**config.mk**
```make
export PLATFORM = sky130hd
export DESIGN_NAME = rx_ctl_tx_status
export DESIGN_NICKNAME = d
export VERILOG_FILES = /design/src/hw/rx_ctl_tx_status.v
export VERILOG_INCLUDE_DIRS = /design/src /design/src/hw
export SDC_FILE = /design/constraint.sdc
export NUM_CORES = 1
export LEC_CHECK = 0
export ABC_AREA = 1
export BUFFER_PORTS_ARGS = -buffer_cell sky130_fd_sc_hd__buf_2
export CAP_MARGIN = 25
export CORE_ASPECT_RATIO = 0.5
export CORE_MARGIN = 5
export CORE_UTILIZATION = 45
export DETAILED_ROUTE_END_ITERATION = 10
export PLACE_DENSITY = 0.71
export RECOVER_POWER = 25
export SETUP_SLACK_MARGIN = 0.1
export SLEW_MARGIN = 20
export SYNTH_ARGS = -nofsm -noshare
export SYNTH_HDL_FRONTEND = slang
export SYNTH_SLANG_ARGS = --single-unit
```
**constraint.sdc**
```tcl
create_clock -name clk -period 2.2 [get_ports clk]
set_clock_uncertainty 0.1 [all_clocks]
set_input_delay 0.44 -clock clk [delete_from_list [all_inputs] [get_ports clk]]
set_output_delay 0.44 -clock clk [all_outputs]
set_load 0.05 [all_outputs]
```
**src/hw/rxq_ctl_defs.vh**
```
// register offsets, field positions and reset values for rx control / tx status
`ifndef RXQ_CTL_DEFS_VH
`define RXQ_CTL_DEFS_VH
`define ADDR_W 8
`define OFF_TX_LAST_FRAME_STATUS 8'h72
`define OFF_RX_CONTROL_ONE 8'h74
`define OFF_RX_FRAME_COUNT 8'h80
`define OFF_RX_LINK_STATUS 8'h82
`define B_LATE_COL 13
`define B_MAX_COL 12
`define FID_HI 5
`define FID_LO 0
`define B_FLUSH 15
`define B_UDP_CHK 14
`define B_TCP_CHK 13
`define B_IP_CHK 12
`define B_PHYS_FILT 11
`define B_FLOW_CTL 10
`define B_ERR_FRAME 9
`define B_MCAST_FILT 8
`define B_BCAST 7
`define B_ALL_MCAST 6
`define B_UCAST 5
`define B_ALL 4
`define B_INV 1
`define B_RX_EN 0
`define B_GROUP_ADDR 40
`define RXC1_RESET 16'h0800
`define RXC1_WMASK 16'hFFF3
`define FID_W 6
`define PTR_W 16
`define CNT_W 8
`endif

```
**src/hw/rx_ctl_tx_status.v**
```verilog
// receive-control gating and transmit-status register block
`timescale 1ns/100ps
`include "rxq_ctl_defs.vh"

// Summary of operation
// - late collision sets late-collision status flag
// - max collisions sets max-collision status flag
// - six-bit frame id, status matches frame
// - flush clears queue and frame pointer
// - udp checksum check drops bad frames
// - tcp checksum check drops bad frames
// - ip header checksum check drops bad
// - physical filter accepts matched unicast, default one
// - full-duplex pause holds transmit until expiry
// - error-frame enable stores crc errors, else drops
// - multicast filter accepts matched multicast frames
// - broadcast accept passes every broadcast address unless inverse filter is set
// - all-multicast receives multicast including broadcast
// - unicast accept matches own station address
// - accept-all passes every address; crc, checksum and pause drops still apply
// - inverse filter inverts address decision
// - enable runs; disable stops after current frame
module rx_ctl_tx_status #(
    parameter PAUSE_W = 16
) (
    // clock and reset
    input wire clk,
    input wire rst_b,
    // register port
    input wire [`ADDR_W-1:0] reg_addr,
    input wire [15:0] reg_wdata,
    input wire reg_wr,
    input wire reg_rd,
    output reg [15:0] reg_rdata,
    // transmit completion report
    input wire tx_done,
    input wire [`FID_W-1:0] tx_done_fid,
    input wire tx_done_late_col,
    input wire tx_done_max_col,
    // received frame descriptor, valid on rx_end
    input wire full_duplex,
    input wire rx_start,
    input wire rx_end,
    input wire [47:0] rx_dest_addr,
    input wire [47:0] station_addr,
    input wire rx_filter_hit,
    input wire rx_crc_err,
    input wire rx_is_ip,
    input wire rx_ip_chk_bad,
    input wire rx_is_tcp,
    input wire rx_tcp_chk_bad,
    input wire rx_is_udp,
    input wire rx_udp_chk_bad,
    input wire rx_is_pause,
    input wire [PAUSE_W-1:0] rx_pause_quanta,
    // quanta tick from the mac timebase
    input wire pause_tick,
    // outcome to the queue, transmit hold and receive run status
    output reg rx_store,
    output reg rx_drop,
    output reg rx_queue_clear,
    output reg tx_hold,
    output reg rx_running
);

    reg [15:0] rx_control_one_r;
    reg tx_late_collision_flag_r;
    reg tx_max_collision_flag_r;
    reg [`FID_W-1:0] tx_frame_identifier_r;
    reg [`PTR_W-1:0] rx_frame_ptr_r;
    reg [`CNT_W-1:0] rx_frame_cnt_r;
    reg [PAUSE_W-1:0] pause_cnt_r;
    reg in_frame_r;
    reg [15:0] rdata_nxt;
    reg accept_nxt;
    reg addr_ok;

    wire rx_queue_flush = rx_control_one_r[`B_FLUSH];
    wire rx_udp_checksum_check_en = rx_control_one_r[`B_UDP_CHK];
    wire rx_tcp_checksum_check_en = rx_control_one_r[`B_TCP_CHK];
    wire rx_ip_checksum_check_en = rx_control_one_r[`B_IP_CHK];
    wire rx_physical_addr_filter_en = rx_control_one_r[`B_PHYS_FILT];
    wire rx_flow_control_en = rx_control_one_r[`B_FLOW_CTL];
    wire rx_error_frame_accept = rx_control_one_r[`B_ERR_FRAME];
    wire rx_multicast_filter_en = rx_control_one_r[`B_MCAST_FILT];
    wire rx_broadcast_accept = rx_control_one_r[`B_BCAST];
    wire rx_all_multicast_accept = rx_control_one_r[`B_ALL_MCAST];
    wire rx_unicast_accept = rx_control_one_r[`B_UCAST];
    wire rx_accept_all = rx_control_one_r[`B_ALL];
    wire rx_inverse_filter = rx_control_one_r[`B_INV];
    wire rx_block_enable = rx_control_one_r[`B_RX_EN];

    wire is_bcast = &rx_dest_addr;
    wire is_mcast = rx_dest_addr[`B_GROUP_ADDR];
    wire own_match = (rx_dest_addr == station_addr);

    // address decision; inverse mode flips the match terms but not accept-all
    always @* begin
        addr_ok = 1'b0;
        if (is_bcast) begin
            addr_ok = rx_broadcast_accept | rx_all_multicast_accept;
        end else if (is_mcast) begin
            addr_ok = rx_all_multicast_accept | (rx_multicast_filter_en & rx_filter_hit);
        end else begin
            addr_ok = (rx_unicast_accept & own_match) | (rx_physical_addr_filter_en & rx_filter_hit);
        end
        if (rx_inverse_filter) begin
            addr_ok = ~addr_ok;
        end
        if (rx_accept_all) begin
            addr_ok = 1'b1;
        end
    end

    always @* begin
        accept_nxt = addr_ok;
        if (rx_crc_err & ~rx_error_frame_accept) begin
            accept_nxt = 1'b0;
        end
        if (rx_ip_checksum_check_en & rx_is_ip & rx_ip_chk_bad) begin
            accept_nxt = 1'b0;
        end
        if (rx_tcp_checksum_check_en & rx_is_tcp & rx_tcp_chk_bad) begin
            accept_nxt = 1'b0;
        end
        if (rx_udp_checksum_check_en & rx_is_udp & rx_udp_chk_bad) begin
            accept_nxt = 1'b0;
        end
        // pause frames are consumed by flow control, never queued
        if (rx_is_pause) begin
            accept_nxt = 1'b0;
        end
    end

    always @* begin
        rdata_nxt = 16'h0000;
        case (reg_addr)
            `OFF_TX_LAST_FRAME_STATUS: begin
                rdata_nxt[`B_LATE_COL] = tx_late_collision_flag_r;
                rdata_nxt[`B_MAX_COL] = tx_max_collision_flag_r;
                rdata_nxt[`FID_HI:`FID_LO] = tx_frame_identifier_r;
            end
            `OFF_RX_CONTROL_ONE: rdata_nxt = rx_control_one_r;
            `OFF_RX_FRAME_COUNT: rdata_nxt[`CNT_W-1:0] = rx_frame_cnt_r;
            `OFF_RX_LINK_STATUS: rdata_nxt = rx_frame_ptr_r;
            default: rdata_nxt = 16'h0000;
        endcase
    end

    always @(posedge clk or negedge rst_b) begin
        if (!rst_b) begin
            reg_rdata <= 16'h0000;
            rx_control_one_r <= `RXC1_RESET;
        end else begin
            if (reg_rd) begin
                reg_rdata <= rdata_nxt;
            end
            if (reg_wr && reg_addr == `OFF_RX_CONTROL_ONE) begin
                rx_control_one_r <= reg_wdata & `RXC1_WMASK;
            end
        end
    end

    // whole status word loads at once from the completion report
    always @(posedge clk or negedge rst_b) begin
        if (!rst_b) begin
            tx_late_collision_flag_r <= 1'b0;
            tx_max_collision_flag_r <= 1'b0;
            tx_frame_identifier_r <= {`FID_W{1'b0}};
        end else if (tx_done) begin
            tx_late_collision_flag_r <= tx_done_late_col;
            tx_max_collision_flag_r <= tx_done_max_col;
            tx_frame_identifier_r <= tx_done_fid;
        end
    end

    // a frame in progress finishes even if enable drops mid-frame
    always @(posedge clk or negedge rst_b) begin
        if (!rst_b) begin
            in_frame_r <= 1'b0;
            rx_running <= 1'b0;
        end else begin
            if (rx_start && rx_block_enable && !rx_queue_flush) begin
                in_frame_r <= 1'b1;
            end else if (rx_end || rx_queue_flush) begin
                in_frame_r <= 1'b0;
            end
            rx_running <= rx_block_enable | (in_frame_r & ~rx_end);
        end
    end

    always @(posedge clk or negedge rst_b) begin
        if (!rst_b) begin
            rx_store <= 1'b0;
            rx_drop <= 1'b0;
            rx_queue_clear <= 1'b0;
            rx_frame_ptr_r <= {`PTR_W{1'b0}};
            rx_frame_cnt_r <= {`CNT_W{1'b0}};
        end else begin
            rx_store <= 1'b0;
            rx_drop <= 1'b0;
            rx_queue_clear <= rx_queue_flush;
            if (rx_queue_flush) begin
                rx_frame_ptr_r <= {`PTR_W{1'b0}};
                rx_frame_cnt_r <= {`CNT_W{1'b0}};
            end else if (rx_end && in_frame_r) begin
                if (accept_nxt) begin
                    rx_store <= 1'b1;
                    rx_frame_ptr_r <= rx_frame_ptr_r + {{(`PTR_W-1){1'b0}}, 1'b1};
                    rx_frame_cnt_r <= rx_frame_cnt_r + {{(`CNT_W-1){1'b0}}, 1'b1};
                end else begin
                    rx_drop <= 1'b1;
                end
            end
        end
    end

    // pause honoured only in full duplex with flow control on
    always @(posedge clk or negedge rst_b) begin
        if (!rst_b) begin
            pause_cnt_r <= {PAUSE_W{1'b0}};
            tx_hold <= 1'b0;
        end else begin
            if (rx_end && in_frame_r && rx_is_pause && !rx_crc_err && rx_flow_control_en && full_duplex) begin
                pause_cnt_r <= rx_pause_quanta;
                tx_hold <= (rx_pause_quanta != {PAUSE_W{1'b0}});
            end else if (pause_tick && pause_cnt_r != {PAUSE_W{1'b0}}) begin
                pause_cnt_r <= pause_cnt_r - {{(PAUSE_W-1){1'b0}}, 1'b1};
                tx_hold <= (pause_cnt_r != {{(PAUSE_W-1){1'b0}}, 1'b1});
            end
        end
    end

endmodule // rx_ctl_tx_status

```
==> results of run 1 <==
cell families (layout without fill, tap and decap cells):
logic type      count (synthesis)  in the layout  synth area share, %
buf+inv                       167            391                 11.6
simple gates                  446            448                 33.7
compound gates                 98             98                 10.8
mux                             4              4                0.808
xor+xnor                       28             28                 4.40
flops                          84             84                 37.7
fa+ha+maj                       4              4                0.898
power by group through the flow:
stage	Sequential, uW	Clock [uW]	Combinational [uW]
floorplan	1860	0	549
global placement	1840	0	939
detailed placement	1840	0	964
CTS	1820	1810	976
global route	1840	1880	1200
finish	1820	1780	1050
worst max-delay path, stage by stage:
cell,delay [ns]
buf_6,0.07
nand4_1,0.19
buf_4,0.21
nor3_4,0.23
nand3_2,0.10
nand2_1,0.07
inv_1,0.04
nand2_2,0.06
nand2_1,0.05
nand2_1,0.06
nand3_2,0.09
nand3_4,0.18
buf_12,0.14
nand2_8,0.06
nand2_1,0.10
nand2_1,0.05
layout make-up:
type / instances / area (um2)
multi-input combinational: 582 / 3060
clock buffer: 10 / 239
timing repair buffer: 228 / 1390
fill: 1095 / 4320
clock inverter: 6 / 116
inverter: 147 / 552
sequential: 84 / 2100
tap: 165 / 206
worst paths after layout:
check,startpoint,endpoint,slack (ns),cells after the start
worst max-delay path,rx_dest_addr[12],rx_frame_ptr_r[8],0.16,16
worst min-delay path,tx_done_fid[0],tx_frame_identifier_r[0],0.21,3
worst max register to register,rx_frame_ptr_r[2],rx_frame_ptr_r[15],0.18,11
worst min register to register,reg_rdata[11],reg_rdata[11],0.38,1
max in group asynchronous,rst_b,rx_control_one_r[11],0.36,3
min in group asynchronous,rst_b,tx_frame_identifier_r[2],0.63,2
layer usage:
layer  global-route usage [%]  vias to the layer above
li1                         -                     3068
met2                     39.8                      174
met3                     3.97                       23
met1                     30.0                     2847
met4                     4.71                        0
met5                        0                        -
cells in the final DEF, fill, tap and decap left out, types with 12 or more instances in the layout:
cell and n:
nand4_1 13, xor2_1 17, buf_4 44, buf_6 19, nand3_1 34, nand2_2 14, o21ai_0 28, o22ai_1 12
nor2_1 90, nand2_1 236, inv_1 133, buf_2 161, inv_2 12, dfrtp_1 83, a21oi_1 23
stage by stage:
stage | setup TNS, ns | hold WS [ns] | area [um2]
final | 0 | 0.213 | 7660
after global routing | -0.0307 | 0.229 | 7660
after CTS | 0 | 0.212 | 7230
after detailed placement | -6.55 | 0.220 | 6850
after global placement | -6.64 | 0.217 | 6850
after floorplan | 0 | 0.0444 | 5580
registers in the layout (all words and copies together) (netlist names):
| name | flops |
|---|---|
| tx_hold | 1 |
| rx_frame_cnt_r | 8 |
| pause_cnt_r | 16 |
| rx_frame_ptr_r | 16 |
| rx_control_one_r | 14 |
| rx_running | 1 |
| in_frame_r | 1 |
| rx_queue_clear | 1 |
| reg_rdata | 16 |
| tx_max_collision_flag_r | 1 |
| rx_drop | 1 |
| tx_frame_identifier_r | 6 |
| tx_late_collision_flag_r | 1 |
| rx_store | 1 |
timing repair:
action,4_1_cts,5_1_grt
gates cloned,0,3
hold buffers,1,0
setup buffers,1,12
resized for setup,4,88
pin swaps,1,19
endpoints found under the setup margin,28,43
endpoints found under the hold margin,14,0
==> impl_metrics.env, run 1 <==
export IMPL_end_kind="flop"
export IMPL_status="finished, final reports clean"
export IMPL_p_int_uw=3320
export IMPL_via_count=6112
export IMPL_fp_row_count=28
export IMPL_worst_setup_path_type="in2reg"
export IMPL_slew_limit_headroom_pct=40.5
export IMPL_rsz0062_at_grt="yes"
export IMPL_grt_ovfl_total=0
export IMPL_drt_met1_wl_um=7720
export IMPL_start_kind="input pin"
export IMPL_antenna_found_initial=0
export IMPL_power_total_uw=4660
export IMPL_yosysUniqueCellTypes=39
export IMPL_drc_errors=0
export IMPL_post_drt_via_cell_ratio=5.00
export IMPL_dp_cells=1189
export IMPL_synth_seq_cells=84
export IMPL_area_growth_pct=37.4
export IMPL_final_nets=1218
export IMPL_setup_viol=0
export IMPL_core_area_um2=12000
export IMPL_cts_root_buf="clkbuf_16"
export IMPL_diodes=0
export IMPL_pwr_share_clk_pct=38.3
export IMPL_synth_async_reset_ratio_pct=100
export IMPL_synthTopCellsByArea="dfrtp_1 (37%), nand2_1 (17%), inv_1 (9.8%)"
export IMPL_p_leak_uw=0.00413
export IMPL_io_buffers=180
export IMPL_fin_crit_ns=2.04
export IMPL_first_global_vias=5800
export IMPL_wl_met2_um=8650
export IMPL_htree_levels=3
export IMPL_combPwrFrac_pct=22.6
export IMPL_hp_class="in2reg"
export IMPL_num_io_pins=183
export IMPL_hold_violations=0
export IMPL_grt_max_degree=53
export IMPL_final_util_pct=63.9
export IMPL_die_area_um2=14900
export IMPL_die_h_um=88.7
export IMPL_p_sw_uw=1340
export IMPL_seq_power_share_pct=39.1
export IMPL_p_sw_share_pct=28.8
export IMPL_powerDensity_nw_per_um2=608
export IMPL_syn_inst=831
export IMPL_hpwl_um=13400
export IMPL_drtPass1Iterations=5
export IMPL_cts_tree="yes"
export IMPL_totalWireLength_um=17600
export IMPL_synth_nets=997
export IMPL_yosys_warnings=0
export IMPL_worstPathArrival_ns=2.16
export IMPL_yosysTopAreaCell="dfrtp_1"
export IMPL_slew_viol_final=0
export IMPL_grt_use_total_pct=22.7
export IMPL_worst_pin_slew_ns=0.893
export IMPL_synth_avg_cell_area_um2=6.71
export IMPL_numCtsBuffers=9
export IMPL_routed_top_layer="met4"
export IMPL_worst_slack_ns=0.164
export IMPL_clock_sinks=84
export IMPL_pre_cts_slack_ns=-0.276
export IMPL_drt_wirelength_per_cell_um=14.4
export IMPL_yosysTopAreaCellShare_pct=37.3
export IMPL_max_freq_mhz=491
export IMPL_ys_flop_type="dfrtp_1"
export IMPL_ir_drop_mv=0.363
export IMPL_synth_most_common_cell="nand2_1"
export IMPL_drive_gt1_share_pct=29.7
export IMPL_clk_latency_ns=0.34
export IMPL_yosys_top_cells_count="nand2_1 (251), inv_1 (145), nor2_1 (99)"
export IMPL_synth_edff_count=0
export IMPL_synth_area_um2=5580
export IMPL_drt_iter0_markers=427
export IMPL_finalCritPeriodShare_pct=92.5
export IMPL_clk_pin_slew_ns=0.07
export IMPL_cp_max_fo=7
export IMPL_instances_no_fill=1222
export IMPL_grt_pass1_wl_um=27300
export IMPL_met3_length_um=977
export IMPL_clock_path_buffers=2
export IMPL_ant_nets=0
export IMPL_drv_cap=0
export IMPL_die_w_um=167
export IMPL_initial_core_util_pct=46.5
export IMPL_ys_seq_area_share_pct=37.7
export IMPL_cp_required_ns=2.32
export IMPL_routabilityCongestion=0.902
No activity file was read; power rests on OpenSTA's default activity.
==> run 2, diff against run 1 <==
==> constraint.sdc (replaced) <==
create_clock -name clk -period 1.9 [get_ports clk]
set_clock_uncertainty 0.1 [all_clocks]
set_input_delay 0.38 -clock clk [delete_from_list [all_inputs] [get_ports clk]]
set_output_delay 0.38 -clock clk [all_outputs]
set_load 0.05 [all_outputs]
==> impl_metrics.env, run 2 (synthesis gave the netlist of run 1 again) <==
export IMPL_status="finished with violations"
export IMPL_failed_checks="negative setup slack"
export IMPL_cp_num_buf_inv=1
export IMPL_max_freq_mhz=505
export IMPL_routabilityCongestion=0.926
export IMPL_clk_pin_slew_ns=0.07
export IMPL_die_area_um2=14900
export IMPL_cp_required_ns=2.03
export IMPL_clk_latency_ns=0.35
export IMPL_diodes=0
export IMPL_ant_nets=0
export IMPL_grt_ovfl_total=0
export IMPL_fin_crit_ns=1.98
export IMPL_drc_errors=0
export IMPL_slowest_delay_ns=0.38
export IMPL_cp_max_fo=3
export IMPL_end_kind="flop"
export IMPL_area_growth_pct=42.2
export IMPL_first_global_vias=5994
export IMPL_final_util_pct=66.2
export IMPL_r2r_end="rx_frame_ptr_r[15]"
export IMPL_setup_tns_ns=-0.626
export IMPL_die_w_um=167
export IMPL_slew_viol_final=0
export IMPL_drive_gt1_share_pct=32.9
export IMPL_final_nets=1247
export IMPL_reg2regPathDepth=11
export IMPL_start_kind="flop"
export IMPL_grt_use_total_pct=24.2
export IMPL_hold_violations=0
export IMPL_drt_wirelength_per_cell_um=14.7
export IMPL_drt_iter0_markers=376
export IMPL_worst_setup_path_type="reg2reg"
export IMPL_drtPass1Iterations=5
export IMPL_holdPathStages=3
export IMPL_cp_slowest_cell="dfrtp_1"
export IMPL_crit_path_frequent_cell="nand2_1"
export IMPL_grt_pass1_wl_um=29100
export IMPL_via_count=6230
export IMPL_powerDensity_nw_per_um2=727
export IMPL_num_io_pins=183
export IMPL_startpoint="rx_frame_ptr_r[1]"
export IMPL_worstPathArrival_ns=2.11
export IMPL_die_h_um=88.7
export IMPL_final_common_cell="nand2_1"
export IMPL_totalWireLength_um=18400
export IMPL_io_buffers=180
export IMPL_grt_max_degree=43
export IMPL_post_drt_via_cell_ratio=4.98
export IMPL_worst_pin_slew_ns=0.662
export IMPL_core_area_um2=12000
export IMPL_p_leak_uw=0.00424
export IMPL_rsz0062_at_grt="yes"
export IMPL_cts_root_buf="clkbuf_16"
export IMPL_cp_depth=11
export IMPL_hpwl_um=13900
export IMPL_fp_row_count=28
export IMPL_whs_ns=0.153
export IMPL_clock_path_buffers=2
export IMPL_finalCritPeriodShare_pct=104
export IMPL_crit_path_end="rx_frame_ptr_r[15]"
export IMPL_numCtsBuffers=9
export IMPL_initial_core_util_pct=46.5
export IMPL_largest_registers="pause_cnt_r x16, reg_rdata x16, rx_frame_ptr_r x16"
export IMPL_rr_startpoint="rx_frame_ptr_r[1]"
export IMPL_worst_slack_ns=-0.0799
export IMPL_hp_class="in2reg"
export IMPL_drv_cap=0
export IMPL_crit_chain="inv_1 -> nor3_2 -> nand2_1 -> nor2_2 -> nand3_2 -> nor4_4 -> nand2_1 -> xor2_1 -> nor2_1 -> nand2_1 -> nand2_1"
export IMPL_critPathTopFamily="simple AND/OR/NAND/NOR gates"
export IMPL_reg2reg_slack_ns=-0.08
export IMPL_antenna_found_initial=0
export IMPL_slew_limit_headroom_pct=55.9
export IMPL_htree_levels=3
export IMPL_clock_sinks=84
export IMPL_layout_common_cells="nand2_1 (237), buf_2 (179), inv_1 (135)"
export IMPL_cts_tree="yes"
export IMPL_setup_viol=23
export IMPL_ir_drop_mv=0.491
run 2: cell count changes in the layout (fill, tap and decap cells not counted), moves of 5 or more:
cell and change:
nor2_1 -5, buf_2 +18, nor2_4 +10, buf_4 +22
buf_6 -9, nor2_2 -5
run 2: repair_timing:
item	CTS	global route
setup endpoints to repair	43	43
hold buffers	1	0
resized for setup	52	49
pin swaps	18	28
hold endpoints to repair	23	0
cloned	0	0
setup buffers	6	9
run 2: how the worst min path moves through the flow:
stage,startpoint,to
5_1_grt,tx_done_fid[1],tx_frame_identifier_r[1]
3_3_place_gp,rst_b,rx_store
4_1_cts,tx_done_late_col,tx_late_collision_flag_r
3_5_place_dp,rst_b,rx_store
6_report,tx_done_late_col,tx_late_collision_flag_r
2_1_floorplan,rst_b,in_frame_r
run 2: metrics by stage:
stage               setup WS, ns  area (um2)  total power, uW  std cells
global route              -0.244        7930             6060       1251
floorplan                 0.0884        5600             2800        831
global placement          -0.394        7100             3350       1220
detailed placement        -0.462        7100             3400       1220
CTS                      -0.0460        7690             5570       1243
finish                   -0.0799        7930             5770       1251
run 2: final cells by class:
cell class / instances / area [um2]
clock buffer: 10 / 239
clock inverter: 6 / 93.8
fill: 1054 / 4050
inverter: 147 / 556
multi-input combinational: 580 / 3180
sequential: 84 / 2100
tap: 165 / 206
timing repair buffer: 259 / 1550
run 2: layer usage:
metal	track usage (%)	vias up	wire length (um)
met2	43.4	174	9230
met4	5.60	0	251
met5	0	-	0
met1	31.1	2899	7870
li1	-	3136	-
met3	4.28	21	1030
run 2: tightest hold or removal path, stage by stage:
cell     delay, ns
buf_2         0.07
nand2_1       0.03
o21ai_0       0.07
run 2: report_power, final:
part	leakage (uW)	switching [uW]	internal [uW]
logic	0.00303	855	776
registers	0.00105	195	1970
clock network	0.000160	767	1200
total	0.00424	1820	3950
